`config.mk`:
```
export PLATFORM = sky130hd
export DESIGN_NAME = ctf_crit_flags
export DESIGN_NICKNAME = d
export VERILOG_FILES = /design/src/verilog/ctf_pkg.sv /design/src/verilog/ctf_crit_flags.sv
export SDC_FILE = /design/constraint.sdc
export NUM_CORES = 1
export LEC_CHECK = 0
export ABC_CLOCK_PERIOD_IN_PS = 1300
export BUFFER_PORTS_ARGS = -buffer_cell sky130_fd_sc_hd__buf_2
export CAP_MARGIN = 25
export CORE_MARGIN = 4
export CORE_UTILIZATION = 48
export DETAILED_ROUTE_END_ITERATION = 10
export GPL_TIMING_DRIVEN = 0
export PLACE_DENSITY = 0.72
export SLEW_MARGIN = 10
export SYNTH_ARGS = -nofsm -noshare
export SYNTH_HDL_FRONTEND = slang
export SYNTH_SLANG_ARGS = --single-unit
```
`constraint.sdc`:
```
create_clock -name ref_clk_in -period 1.3 [get_ports ref_clk_in]
set_clock_uncertainty 0.05 [all_clocks]
set_input_delay 0.13 -clock ref_clk_in [delete_from_list [all_inputs] [get_ports ref_clk_in]]
set_output_delay 0.13 -clock ref_clk_in [all_outputs]
set_load 0.005 [all_outputs]
```
`src/verilog/ctf_pkg.sv`:
```
/*
  Package for the critical-temperature status flag block: command codes of the
  flag registers, field positions, reset values and widths.
  Assumes a single 250 MHz clock domain and an 8-bit register read path.
*/
package ctf_pkg;
  // Command codes of the read-only flag registers
  localparam logic [7:0] CTF_CMD_LEVEL1 = 8'h08;
  localparam logic [7:0] CTF_CMD_LEVEL2 = 8'h09;
  localparam logic [7:0] CTF_CMD_LEVEL3 = 8'h0a;
  // Flag positions inside each register
  localparam int CTF_BIT_LOCAL = 0;
  localparam int CTF_BIT_REMOTE_A = 1;
  localparam int CTF_BIT_REMOTE_B = 2;
  // Counts and widths
  localparam int CTF_NUM_CHAN = 3;
  localparam int CTF_NUM_LEVEL = 3;
  localparam int CTF_TEMP_W = 8;
  // Values after reset
  localparam logic [2:0] CTF_FLAGS_RESET = 3'h0;
  localparam logic [7:0] CTF_RDATA_RESET = 8'h00;
  localparam logic CTF_ALARM_N_RESET = 1'b1;
endpackage : ctf_pkg

```
`src/verilog/ctf_crit_flags.sv`:
```
/*
  Critical-temperature status flags: three alarm levels times three channels
  (local, remote a, remote b), hysteresis comparators, mask gating, active-low
  alarm outputs, summary flags and the read port of the three flag registers.
  Assumes readings, limits, hysteresis and masks come from same-clock logic
  (conversion engine and register file) and that the command decoder of the
  serial interface presents a command code with a read strobe.
*/
// Functional notes
// - Unmasked set flag activates its alarm output
// - Alarm deactivates when all its flags clear
// - Local flag sets at reading >= limit
// - Local flag clears below limit minus hysteresis
// - Remote a flag sets at reading >= limit
// - Remote a clears below limit minus hysteresis
// - Remote b flag sets at reading >= limit
// - Remote b clears below limit minus hysteresis
// - First flag register at 0x08, b2..b0
// - Second flag register at 0x09, b2..b0
// - Third flag register at 0x0a, b2..b0
// - Bits 7 to 3 read zero
// - Mask bit one blocks event from alarm
// - Summary flag follows any bit set
module ctf_crit_flags
  import ctf_pkg::*;
#(
  parameter int TEMP_W = CTF_TEMP_W
) (
  // Clock, reset, enable
  input wire logic ref_clk_in,
  input wire logic resetn_in,
  input wire logic clk_en_in,
  // Readings of local, remote a, remote b (unsigned codes)
  input wire logic [TEMP_W-1:0] temp_local_in,
  input wire logic [TEMP_W-1:0] temp_remote_a_in,
  input wire logic [TEMP_W-1:0] temp_remote_b_in,
  // Limits, packed per level as {remote_b, remote_a, local}
  input wire logic [3*TEMP_W-1:0] limit_first_in,
  input wire logic [3*TEMP_W-1:0] limit_second_in,
  input wire logic [3*TEMP_W-1:0] limit_third_in,
  input wire logic [TEMP_W-1:0] hysteresis_in,
  // Masks per level, bit order as the flag registers
  input wire logic [2:0] mask_first_in,
  input wire logic [2:0] mask_second_in,
  input wire logic [2:0] mask_third_in,
  // Register read port
  input wire logic rd_en_in,
  input wire logic [7:0] rd_cmd_in,
  output logic [7:0] rd_data_out,
  output logic rd_hit_out,
  // Alarm pins, active low
  output logic alarm_out_first_n_out,
  output logic alarm_out_second_n_out,
  output logic alarm_out_third_n_out,
  // Summary flags for the common status register
  output logic summary_flag_first_out,
  output logic summary_flag_second_out,
  output logic summary_flag_third_out
);

  // Elaboration check: the comparators are built for 2 to 16 bit readings
  if (TEMP_W < 2 || TEMP_W > 16) begin : g_bad_width
    $error("ctf_crit_flags: TEMP_W must be 2 to 16");
  end

  // Readings and limits gathered for indexing by level and channel
  wire [TEMP_W-1:0] temp_w [CTF_NUM_CHAN];
  wire [3*TEMP_W-1:0] limit_w [CTF_NUM_LEVEL];
  wire [2:0] mask_w [CTF_NUM_LEVEL];
  assign temp_w[CTF_BIT_LOCAL] = temp_local_in;
  assign temp_w[CTF_BIT_REMOTE_A] = temp_remote_a_in;
  assign temp_w[CTF_BIT_REMOTE_B] = temp_remote_b_in;
  assign limit_w[0] = limit_first_in;
  assign limit_w[1] = limit_second_in;
  assign limit_w[2] = limit_third_in;
  assign mask_w[0] = mask_first_in;
  assign mask_w[1] = mask_second_in;
  assign mask_w[2] = mask_third_in;

  logic [2:0] flags_q [CTF_NUM_LEVEL];
  logic [2:0] flags_d [CTF_NUM_LEVEL];
  logic [CTF_NUM_LEVEL-1:0] alarm_n_q;
  logic [CTF_NUM_LEVEL-1:0] summary_q;
  wire [CTF_NUM_LEVEL-1:0] alarm_hit_w;
  wire [CTF_NUM_LEVEL-1:0] any_w;

  genvar lv, ch;
  generate
    for (lv = 0; lv < CTF_NUM_LEVEL; lv++) begin : g_level
      for (ch = 0; ch < CTF_NUM_CHAN; ch++) begin : g_chan
        wire [TEMP_W-1:0] lim_w;
        wire [TEMP_W:0] release_w;
        wire set_w;
        wire clr_w;
        assign lim_w = limit_w[lv][ch*TEMP_W +: TEMP_W];
        // Compare with one spare bit so a hysteresis above the limit does not wrap
        assign release_w = {1'b0, lim_w} - {1'b0, hysteresis_in};
        assign set_w = temp_w[ch] >= lim_w;
        // Release point below zero means the flag can never clear
        assign clr_w = !release_w[TEMP_W] &&
                       ({1'b0, temp_w[ch]} < release_w);
        // Set has priority; between the thresholds the flag holds
        assign flags_d[lv][ch] = set_w ? 1'b1 :
                                 (clr_w ? 1'b0 : flags_q[lv][ch]);
      end
      // Mask bit one blocks the channel from the pin
      assign alarm_hit_w[lv] = |(flags_q[lv] & ~mask_w[lv]);
      assign any_w[lv] = |flags_q[lv];
    end
  endgenerate

  // Comparator flags; one register stage per level
  always_ff @(posedge ref_clk_in or negedge resetn_in) begin
    if (!resetn_in) begin
      for (int i = 0; i < CTF_NUM_LEVEL; i++) begin
        flags_q[i] <= CTF_FLAGS_RESET;
      end
    end else if (clk_en_in) begin
      for (int i = 0; i < CTF_NUM_LEVEL; i++) begin
        flags_q[i] <= flags_d[i];
      end
    end
  end

  // Alarm pins and summary flags follow the registered flags one cycle later
  always_ff @(posedge ref_clk_in or negedge resetn_in) begin
    if (!resetn_in) begin
      alarm_n_q <= {CTF_NUM_LEVEL{CTF_ALARM_N_RESET}};
      summary_q <= '0;
    end else if (clk_en_in) begin
      alarm_n_q <= ~alarm_hit_w;
      summary_q <= any_w;
    end
  end

  assign alarm_out_first_n_out = alarm_n_q[0];
  assign alarm_out_second_n_out = alarm_n_q[1];
  assign alarm_out_third_n_out = alarm_n_q[2];
  assign summary_flag_first_out = summary_q[0];
  assign summary_flag_second_out = summary_q[1];
  assign summary_flag_third_out = summary_q[2];

  // Read decode; unknown codes return zero with no hit so other blocks may answer
  wire sel_first_w = rd_cmd_in == CTF_CMD_LEVEL1;
  wire sel_second_w = rd_cmd_in == CTF_CMD_LEVEL2;
  wire sel_third_w = rd_cmd_in == CTF_CMD_LEVEL3;
  wire [2:0] rd_sel_w = sel_first_w ? flags_q[0] :
                        sel_second_w ? flags_q[1] :
                        sel_third_w ? flags_q[2] : 3'h0;
  wire rd_match_w = sel_first_w | sel_second_w | sel_third_w;
  logic [7:0] rd_data_q;
  logic rd_hit_q;

  // Read data registered one cycle after the strobe
  always_ff @(posedge ref_clk_in or negedge resetn_in) begin
    if (!resetn_in) begin
      rd_data_q <= CTF_RDATA_RESET;
      rd_hit_q <= 1'b0;
    end else if (clk_en_in) begin
      rd_data_q <= rd_en_in ? {5'h00, rd_sel_w} : CTF_RDATA_RESET;
      rd_hit_q <= rd_en_in & rd_match_w;
    end
  end

  assign rd_data_out = rd_data_q;
  assign rd_hit_out = rd_hit_q;

  // Checks
  a_flag_sets: assert property (@(posedge ref_clk_in) disable iff (!resetn_in)
    clk_en_in && temp_local_in >= limit_first_in[TEMP_W-1:0]
    |=> flags_q[0][CTF_BIT_LOCAL])
    else $error("local first flag did not set");
  a_remote_a_set: assert property (@(posedge ref_clk_in) disable iff (!resetn_in)
    clk_en_in && temp_remote_a_in >= limit_second_in[2*TEMP_W-1:TEMP_W]
    |=> flags_q[1][CTF_BIT_REMOTE_A])
    else $error("remote a second flag did not set");
  a_remote_b_set: assert property (@(posedge ref_clk_in) disable iff (!resetn_in)
    clk_en_in && temp_remote_b_in >= limit_third_in[3*TEMP_W-1:2*TEMP_W]
    |=> flags_q[2][CTF_BIT_REMOTE_B])
    else $error("remote b third flag did not set");
  a_band_holds: assert property (@(posedge ref_clk_in) disable iff (!resetn_in)
    clk_en_in && !g_level[0].g_chan[0].set_w && !g_level[0].g_chan[0].clr_w
    |=> flags_q[0][0] == $past(flags_q[0][0]))
    else $error("flag changed inside hysteresis band");
  a_flag_clears: assert property (@(posedge ref_clk_in) disable iff (!resetn_in)
    clk_en_in && g_level[1].g_chan[2].clr_w && !g_level[1].g_chan[2].set_w
    |=> !flags_q[1][2])
    else $error("flag did not clear below release point");
  a_no_early_clear: assert property (@(posedge ref_clk_in) disable iff (!resetn_in)
    $fell(flags_q[2][1]) |-> $past(g_level[2].g_chan[1].clr_w))
    else $error("flag cleared without falling below release point");
  a_alarm_follows: assert property (@(posedge ref_clk_in) disable iff (!resetn_in)
    clk_en_in |=> alarm_out_first_n_out == !(|($past(flags_q[0]) & ~$past(mask_first_in))))
    else $error("first alarm pin disagrees with flags and mask");
  a_alarm_idle: assert property (@(posedge ref_clk_in) disable iff (!resetn_in)
    clk_en_in && flags_q[1] == 3'h0 |=> alarm_out_second_n_out)
    else $error("second alarm active with no flags");
  a_summary_any: assert property (@(posedge ref_clk_in) disable iff (!resetn_in)
    clk_en_in |=> summary_flag_third_out == |$past(flags_q[2]))
    else $error("third summary flag wrong");
  a_read_zero: assert property (@(posedge ref_clk_in) disable iff (!resetn_in)
    rd_data_out[7:3] == 5'h00)
    else $error("reserved read bits not zero");
  a_read_second: assert property (@(posedge ref_clk_in) disable iff (!resetn_in)
    clk_en_in && rd_en_in && rd_cmd_in == CTF_CMD_LEVEL2
    |=> rd_hit_out && rd_data_out[2:0] == $past(flags_q[1]))
    else $error("second flag register read wrong");

  // Set checks for the remaining level and channel pairs
  a_local_second_set: assert property (@(posedge ref_clk_in) disable iff (!resetn_in)
    clk_en_in && temp_local_in >= limit_second_in[TEMP_W-1:0]
    |=> flags_q[1][CTF_BIT_LOCAL])
    else $error("local second flag did not set");
  a_local_third_set: assert property (@(posedge ref_clk_in) disable iff (!resetn_in)
    clk_en_in && temp_local_in >= limit_third_in[TEMP_W-1:0]
    |=> flags_q[2][CTF_BIT_LOCAL])
    else $error("local third flag did not set");
  a_remote_a_first: assert property (@(posedge ref_clk_in) disable iff (!resetn_in)
    clk_en_in && temp_remote_a_in >= limit_first_in[2*TEMP_W-1:TEMP_W]
    |=> flags_q[0][CTF_BIT_REMOTE_A])
    else $error("remote a first flag did not set");
  a_remote_a_third: assert property (@(posedge ref_clk_in) disable iff (!resetn_in)
    clk_en_in && temp_remote_a_in >= limit_third_in[2*TEMP_W-1:TEMP_W]
    |=> flags_q[2][CTF_BIT_REMOTE_A])
    else $error("remote a third flag did not set");
  a_remote_b_first: assert property (@(posedge ref_clk_in) disable iff (!resetn_in)
    clk_en_in && temp_remote_b_in >= limit_first_in[3*TEMP_W-1:2*TEMP_W]
    |=> flags_q[0][CTF_BIT_REMOTE_B])
    else $error("remote b first flag did not set");
  a_remote_b_second: assert property (@(posedge ref_clk_in) disable iff (!resetn_in)
    clk_en_in && temp_remote_b_in >= limit_second_in[3*TEMP_W-1:2*TEMP_W]
    |=> flags_q[1][CTF_BIT_REMOTE_B])
    else $error("remote b second flag did not set");

  // Clear checks below the release point
  a_local_clears: assert property (@(posedge ref_clk_in) disable iff (!resetn_in)
    clk_en_in && g_level[0].g_chan[0].clr_w && !g_level[0].g_chan[0].set_w
    |=> !flags_q[0][0])
    else $error("local first flag did not clear");
  a_remote_a_clears: assert property (@(posedge ref_clk_in) disable iff (!resetn_in)
    clk_en_in && g_level[0].g_chan[1].clr_w && !g_level[0].g_chan[1].set_w
    |=> !flags_q[0][1])
    else $error("remote a first flag did not clear");

  // Enable low must freeze every stage, pins included
  a_freeze_flags: assert property (@(posedge ref_clk_in) disable iff (!resetn_in)
    !clk_en_in |=> flags_q[0] == $past(flags_q[0]) && flags_q[1] == $past(flags_q[1])
    && flags_q[2] == $past(flags_q[2]))
    else $error("flags moved while enable low");
  a_freeze_pins: assert property (@(posedge ref_clk_in) disable iff (!resetn_in)
    !clk_en_in |=> $stable(alarm_n_q) && $stable(summary_q))
    else $error("alarm or summary moved while enable low");

  // Pins of the other levels and the summary of the first level
  a_alarm_second: assert property (@(posedge ref_clk_in) disable iff (!resetn_in)
    clk_en_in |=> alarm_out_second_n_out == !(|($past(flags_q[1]) & ~$past(mask_second_in))))
    else $error("second alarm pin disagrees with flags and mask");
  a_alarm_third: assert property (@(posedge ref_clk_in) disable iff (!resetn_in)
    clk_en_in |=> alarm_out_third_n_out == !(|($past(flags_q[2]) & ~$past(mask_third_in))))
    else $error("third alarm pin disagrees with flags and mask");
  a_alarm_idle_third: assert property (@(posedge ref_clk_in) disable iff (!resetn_in)
    clk_en_in && flags_q[2] == 3'h0 |=> alarm_out_third_n_out)
    else $error("third alarm active with no flags");
  a_summary_first: assert property (@(posedge ref_clk_in) disable iff (!resetn_in)
    clk_en_in |=> summary_flag_first_out == |$past(flags_q[0]))
    else $error("first summary flag wrong");

  // Read port: each register, unknown codes and idle cycles
  a_read_first: assert property (@(posedge ref_clk_in) disable iff (!resetn_in)
    clk_en_in && rd_en_in && rd_cmd_in == CTF_CMD_LEVEL1
    |=> rd_hit_out && rd_data_out[2:0] == $past(flags_q[0]))
    else $error("first flag register read wrong");
  a_read_third: assert property (@(posedge ref_clk_in) disable iff (!resetn_in)
    clk_en_in && rd_en_in && rd_cmd_in == CTF_CMD_LEVEL3
    |=> rd_hit_out && rd_data_out[2:0] == $past(flags_q[2]))
    else $error("third flag register read wrong");
  a_read_unknown: assert property (@(posedge ref_clk_in) disable iff (!resetn_in)
    clk_en_in && rd_en_in && !rd_match_w
    |=> !rd_hit_out && rd_data_out == 8'h00)
    else $error("unknown code answered");
  a_read_idle: assert property (@(posedge ref_clk_in) disable iff (!resetn_in)
    clk_en_in && !rd_en_in |=> !rd_hit_out && rd_data_out == 8'h00)
    else $error("read port not idle without strobe");

  // Main scenarios; the bench reaches all but c_alarm_off, as it never raises the third alarm pin
  c_frozen: cover property (@(posedge ref_clk_in) disable iff (!resetn_in)
    !clk_en_in && summary_q != 3'h0);
  c_alarm_on: cover property (@(posedge ref_clk_in) disable iff (!resetn_in)
    $fell(alarm_out_first_n_out));
  c_alarm_off: cover property (@(posedge ref_clk_in) disable iff (!resetn_in)
    $rose(alarm_out_third_n_out));
  c_masked: cover property (@(posedge ref_clk_in) disable iff (!resetn_in)
    flags_q[0] != 3'h0 && alarm_out_first_n_out);
  c_read_hit: cover property (@(posedge ref_clk_in) disable iff (!resetn_in)
    rd_hit_out && rd_data_out != 8'h00);

endmodule : ctf_crit_flags

```
Word level (Yosys, flattened, before mapping)
Cells that the tools add are included.
{ "op_classes": {"add_sub_neg": 9, "magnitude_cmp": 18, "n_eq_ne": 3, "mux": 22, "bitwise": 10, "reduce_logical": 42} }
{ "ops": {"columns": ["op", "n"], "rows": [
  ["< comparator 8 x 9 -> 1 bit", 9],
  ["subtractor 8 x 8 -> 9 bit", 9],
  ["greater-or-equal comparator 8 bit", 9],
  ["== test 8 x 4 -> 1 bit (second input constant)", 3],
  ["2-to-1 mux 1 bit", 18],
  ["AND reduction 2 bit", 9],
  ["nonzero test 2 bit", 9],
  ["OR reduction 3 bit", 6],
  ["2-to-1 mux 3 bit", 4],
  ["NOT 3 bit", 4],
  ["bitwise AND 3 bit", 3],
  ["logical AND 1 bit", 9],
  ["logical NOT 1 bit", 9],
  ["bitwise OR 1 bit", 2],
  ["bitwise AND 1 bit", 1]
]} }
{ "word_totals": {"ff_bits": 24, "input_bits": 125, "out_inout_bits": 15, "wordCells": 117} }

Logic depth before layout (Yosys ltp)
{ "depth": {"word_depth": 5, "ltp_mapped": 15, "ltp_nobuf": 15} }

Worst setup path after synthesis
OpenSTA, ideal clock, no wires.
{ "synth_timing": {"path_kind": "input to register", "from": "input port limit_first_in[8]", "to": "register flags_q[7] (netlist name)", "setup_ns": 0.121, "arrival_time_ns": 2.512, "required_time_ns": 1.129, "setup_slack_ns": -1.383, "stages": 15, "n_path_buf": 0, "path_cell_list": "inv_1 ha_1 fa_1 nor2b_1 o31ai_2 nand2_1 a211oi_1 or2_2 ha_1 o211ai_1 a211o_1 o21ai_0 nor4b_1 o21ai_0 a22o_1"} }
{ "synth_via": {"elab_chain_len": 5, "word_cells_on_any_way": 8, "cone_classes": "add/sub (1); order compare (2); mux (1); reduce/logical (4)"} }
{ "synth_rtl": {"columns": ["element", "line", "source"], "rows": [
  ["start: declaration", "ctf_crit_flags.sv:38", "input wire logic [3*TEMP_W-1:0] limit_first_in,"],
  ["subtractor 8 x 8 -> 9 bit", "ctf_crit_flags.sv:97", "assign release_w = {1'b0, lim_w} - {1'b0, hysteresis_in};"],
  ["< comparator 8 x 9 -> 1 bit or logical NOT 1 bit (tied branches)", "ctf_crit_flags.sv:101, ctf_crit_flags.sv:100", null],
  ["logical AND 1 bit", "ctf_crit_flags.sv:100", "assign clr_w = !release_w[TEMP_W] &&"],
  ["nonzero test 2 bit (no line)", null, null],
  ["AND reduction 2 bit (no line)", null, null],
  ["end signal: indexed assignment", "ctf_crit_flags.sv:120", "flags_q[i] <= flags_d[i];"],
  ["end: declaration", "ctf_crit_flags.sv:80", "logic [2:0] flags_q [CTF_NUM_LEVEL];"]
]} }
Parallel ways exist; a longest one is shown, timed or not.
A chain may end at the register's enable or synchronous reset.

Worst setup path after layout
{ "layout_timing": {"from": "input port hysteresis_in[3]", "to": "register flags_q[6] (netlist name)"} }
{ "layout_via": {"elab_chain_len": 5, "word_cells_on_any_way": 6, "cone_classes": "add/sub (1); order compare (1); reduce/logical (4)"} }
{ "layout_rtl": {"columns": ["element", "line", "source"], "rows": [
  ["start: declaration", "ctf_crit_flags.sv:41", "input wire logic [TEMP_W-1:0] hysteresis_in,"],
  ["subtractor 8 x 8 -> 9 bit *", "ctf_crit_flags.sv:97", null],
  ["< comparator 8 x 9 -> 1 bit or logical NOT 1 bit (tied branches)", "ctf_crit_flags.sv:101, ctf_crit_flags.sv:100", null],
  ["logical AND 1 bit *", "ctf_crit_flags.sv:100", null],
  ["nonzero test 2 bit (no line) *", null, null],
  ["AND reduction 2 bit (no line) *", null, null]
]} }
Mark *: on every way between the ends. The rest lies on a longest branch, timed or not.

==> run_results.csv <==
group,metric,value,unit
outcome,outcome,"finished, violations left",
outcome,violations,"negative setup slack",
power,p_per_area,603,mW/mm^2
power,total_power,5.18,mW
timing,setup_viol,9,
floorplanning,die_h,125,um
clock_tree,cts-buffers-inserted,3,
clock_tree,clock_path_buffers,2,
global_routing,grt_pass1_vias,6226,
critical_path,arrival,2.66,ns
synthesis,syn_area,0.00658,mm^2
synthesis,synth_area_leaders,"ha_1 (39%), inv_1 (7.1%), o21ai_0 (6.5%), dfrtp_1 (6.1%), a21oi_1 (4.4%)",
global_routing,grt_pass1_wl,29400,um
timing,tns,-10.07,ns
critical_path,crit_slowest_cell,"ha_1",
synthesis,synth.most_common_cell,"ha_1",
timing,slew_viol_final,0,
power,ir_drop,0.458,mV
place,dp.cells,1137,
finish,design_area,0.00859,mm^2
global_routing,grt_overflow,0,
critical_path,cp-end-kind,"register",
floorplanning,ios,140,
synthesis,synth_compound_area_share,24.9,%
floorplanning,coreArea,0.0133,mm^2
critical_path,startpoint_type,"primary input",
synthesis,ys_ff_latch,19,
global_routing,grt_max_degree,20,
timing,fin_crit_sh,198,%
synthesis,synthSimpleGateAreaFrac,11.7,%
routing,detail-route-antenna-nets,0,
routing,avgRoutedWirePerCell,15.3,um
floorplanning,fp.dieArea,0.0157,mm^2
job,drv_cap,0,
synthesis,synth.distinct_cells,47,
timing,fin_ws,-1.27,ns
power,leakage,4.36,nW
place,place_area,0.00765,mm^2
timing,rsz0062_at_grt,"true",
floorplanning,die_w,125,um
synthesis,yosysTopAreaCell,"ha_1",
worst_hold_path,hold_path_class,"primary input to register",
critical_path,path_buf_inv,2,
routing,first_pass_iters,4,
timing,timing.fmax,388,MHz
timing,tightestPinTransition,0.654,ns
critical_path,critPathRequiredTime,1.39,ns
synthesis,synth_area_per_cell,7.99,um^2
synthesis,seq_area_frac_synth,7.28,%
synthesis,synth-adder-area-share,42.1,%
finish,area_growth,30.5,%
place,gp_congestion,0.850,
global_routing,antenna_found_initial,4,
finish,n_antenna_cell,0,
floorplanning,initial_core_util,49.3,%
floorplanning,rows,42,
clock_tree,cts_max_level,1,
critical_path,critPathTopFamily,"compound AO/OA/AOI/OAI gates",
finish,layout.nets,1341,
finish,fin_cells,1175,
routing,drt-initial-drc-count,237,
routing,num_vias,6394,
synthesis,synth_xor_area_share,5.59,%
critical_path,path_class,"primary input to register",
synthesis,async_flop_share,100,%
synthesis,synthDominantCellAreaShare,39.3,%
timing,finalCriticalPeriod,2.57,ns
clock_tree,path_clk_slew,0.05,ns
routing,detail_route.wirelength,18000,um
timing,hold_violations,0,
synthesis,synthFlopType,"dfrtp_1",
clock_tree,clock_latency,0.25,ns
place,dp_hpwl,14500,um
synthesis,synth_cells,824,
routing,drc_errors,0,
global_routing,grt_util_all_layers,22.5,%
synthesis,yosysWarnings,0,
clock_tree,cts_tree,"built",
place,portBuffers,133,
synthesis,synthTopCellsByCount,"ha_1 (207), inv_1 (124), o21ai_0 (85)",
critical_path,cp_max_fo,4,
finish,nFillCells,1256,
critical_path,cp_cell_sequence,"buf_8 > clkinvlp_4 > ha_1 > o21a_1 > o31a_1 > o21a_1 > or3_1 > nand2_1 > ha_1 > a21oi_1 > o21ai_2 > a221o_1 > a22o_1",
routing,avgViaCountPerCell,5.44,
clock_tree,cts-root-buf,"clkbuf_16",
clock_tree,clock-sinks,19,
synthesis,synth-edff-count,0,
timing,max_slew_margin,55.3,%
synthesis,synth_top_family_by_area,"adder cells",
critical_path,cpPeakStageDelay,0.41,ns
finish,drive_above_1_share,28.5,%
synthesis,muxShareOfSynthArea,0.494,%
registers in the layout, summed over array words and instances (netlist names):
| register | flops |
|---|---|
| rd_hit_out | 1 |
| alarm_n_q | 3 |
| flags_q | 9 |
| summary_q | 3 |
| rd_data_out | 3 |
layout by cell type, fill, tap and decap left out, drive strengths merged, types with 14 or more instances in the layout:
cell type	instances
a21o	23
o21ai	88
inv	118
a21oi	58
nor2	40
xnor2	27
dfrtp	16
ha	207
nand2b	24
xor2	15
nor3	17
buf	172
nand2	24
nor2b	23
o21a	14
layer usage:
metal  vias up  GRT usage [%]  routed length, um
met5         -              0                 35
met4         6           5.48                467
met3        32           3.45                876
met2       117           36.8               8050
met1      2929           31.2               8580
li1       3310              -                  -
what timing repair did:
action | in CTS | in global routing
gates cloned | 0 | 0
pin swaps | 58 | 65
endpoints found under the hold margin | 16 | 0
setup buffers | 26 | 9
hold buffers | 1 | 0
endpoints found under the setup margin | 9 | 9
resized for setup | 71 | 57
cell families (layout without fill, tap and decap cells):
family	Yosys count	in the layout
DFF	19	19
xor gates and xnor gates	42	42
other	1	5
adders and majority gates	216	216
muxes	3	3
buffers and inverters	133	304
AOI/OAI and AO/OA	259	259
and+or+nand+nor	151	151
through the flow:
step | utilization (%) | hold WS (ns) | worst slack (ns)
2_1_floorplan | - | -0.216 | -1.30
3_3_place_gp | 57.3 | 0.0410 | -2.56
3_5_place_dp | 57.3 | 0.0427 | -2.53
4_1_cts | 61.8 | 0.114 | -1.27
5_1_grt | 64.4 | 0.164 | -1.43
6_report | 64.4 | 0.111 | -1.27
area by class of cell:
type	count	area (um^2)	share of cell area (%)
multi-input cells	676	6190	72.1
repair buffers	167	1050	12.2
inverters	124	510	5.94
flip-flops and latches	19	479	5.58
well taps	176	220	2.56
clock buffers	4	78.8	0.917
plain buffers	9	60.1	0.699
worst register-to-register path, stage by stage, from the launching register on:
cell and delay, ns:
dfrtp_1 0.35, inv_1 0.17, a21o_1 0.14, o21ai_0 0.07, o2111ai_1 0.10, o21ai_0 0.11
power by group:
part	switching [mW]	internal, mW	total (mW)	leakage [nW]
logic	1.92	1.81	3.73	4.11
registers	0.0866	0.743	0.830	0.210
clock network	0.202	0.416	0.619	0.0382
total	2.21	2.97	5.18	4.36
path summary, 6_finish.rpt:
kind                                           from                          to  slack [ns]  depth (start not counted)
setup reg to reg             flags_q[3]$_DFFE_PN0P_  rd_data_out[0]$_DFFE_PN0P_        0.18                          5
min in group asynchronous                 resetn_in      rd_hit_out$_DFFE_PN0P_        0.31                          2
hold / removal                    mask_second_in[0]    alarm_n_q[1]$_DFFE_PN1P_        0.11                          3
hold reg to reg            alarm_n_q[1]$_DFFE_PN1P_    alarm_n_q[1]$_DFFE_PN1P_        0.42                          2
max in group asynchronous                 resetn_in    alarm_n_q[2]$_DFFE_PN1P_        0.55                          2
setup / recovery                   hysteresis_in[3]      flags_q[6]$_DFFE_PN0P_       -1.27                         13
Power figures use the tool's default switching activity.
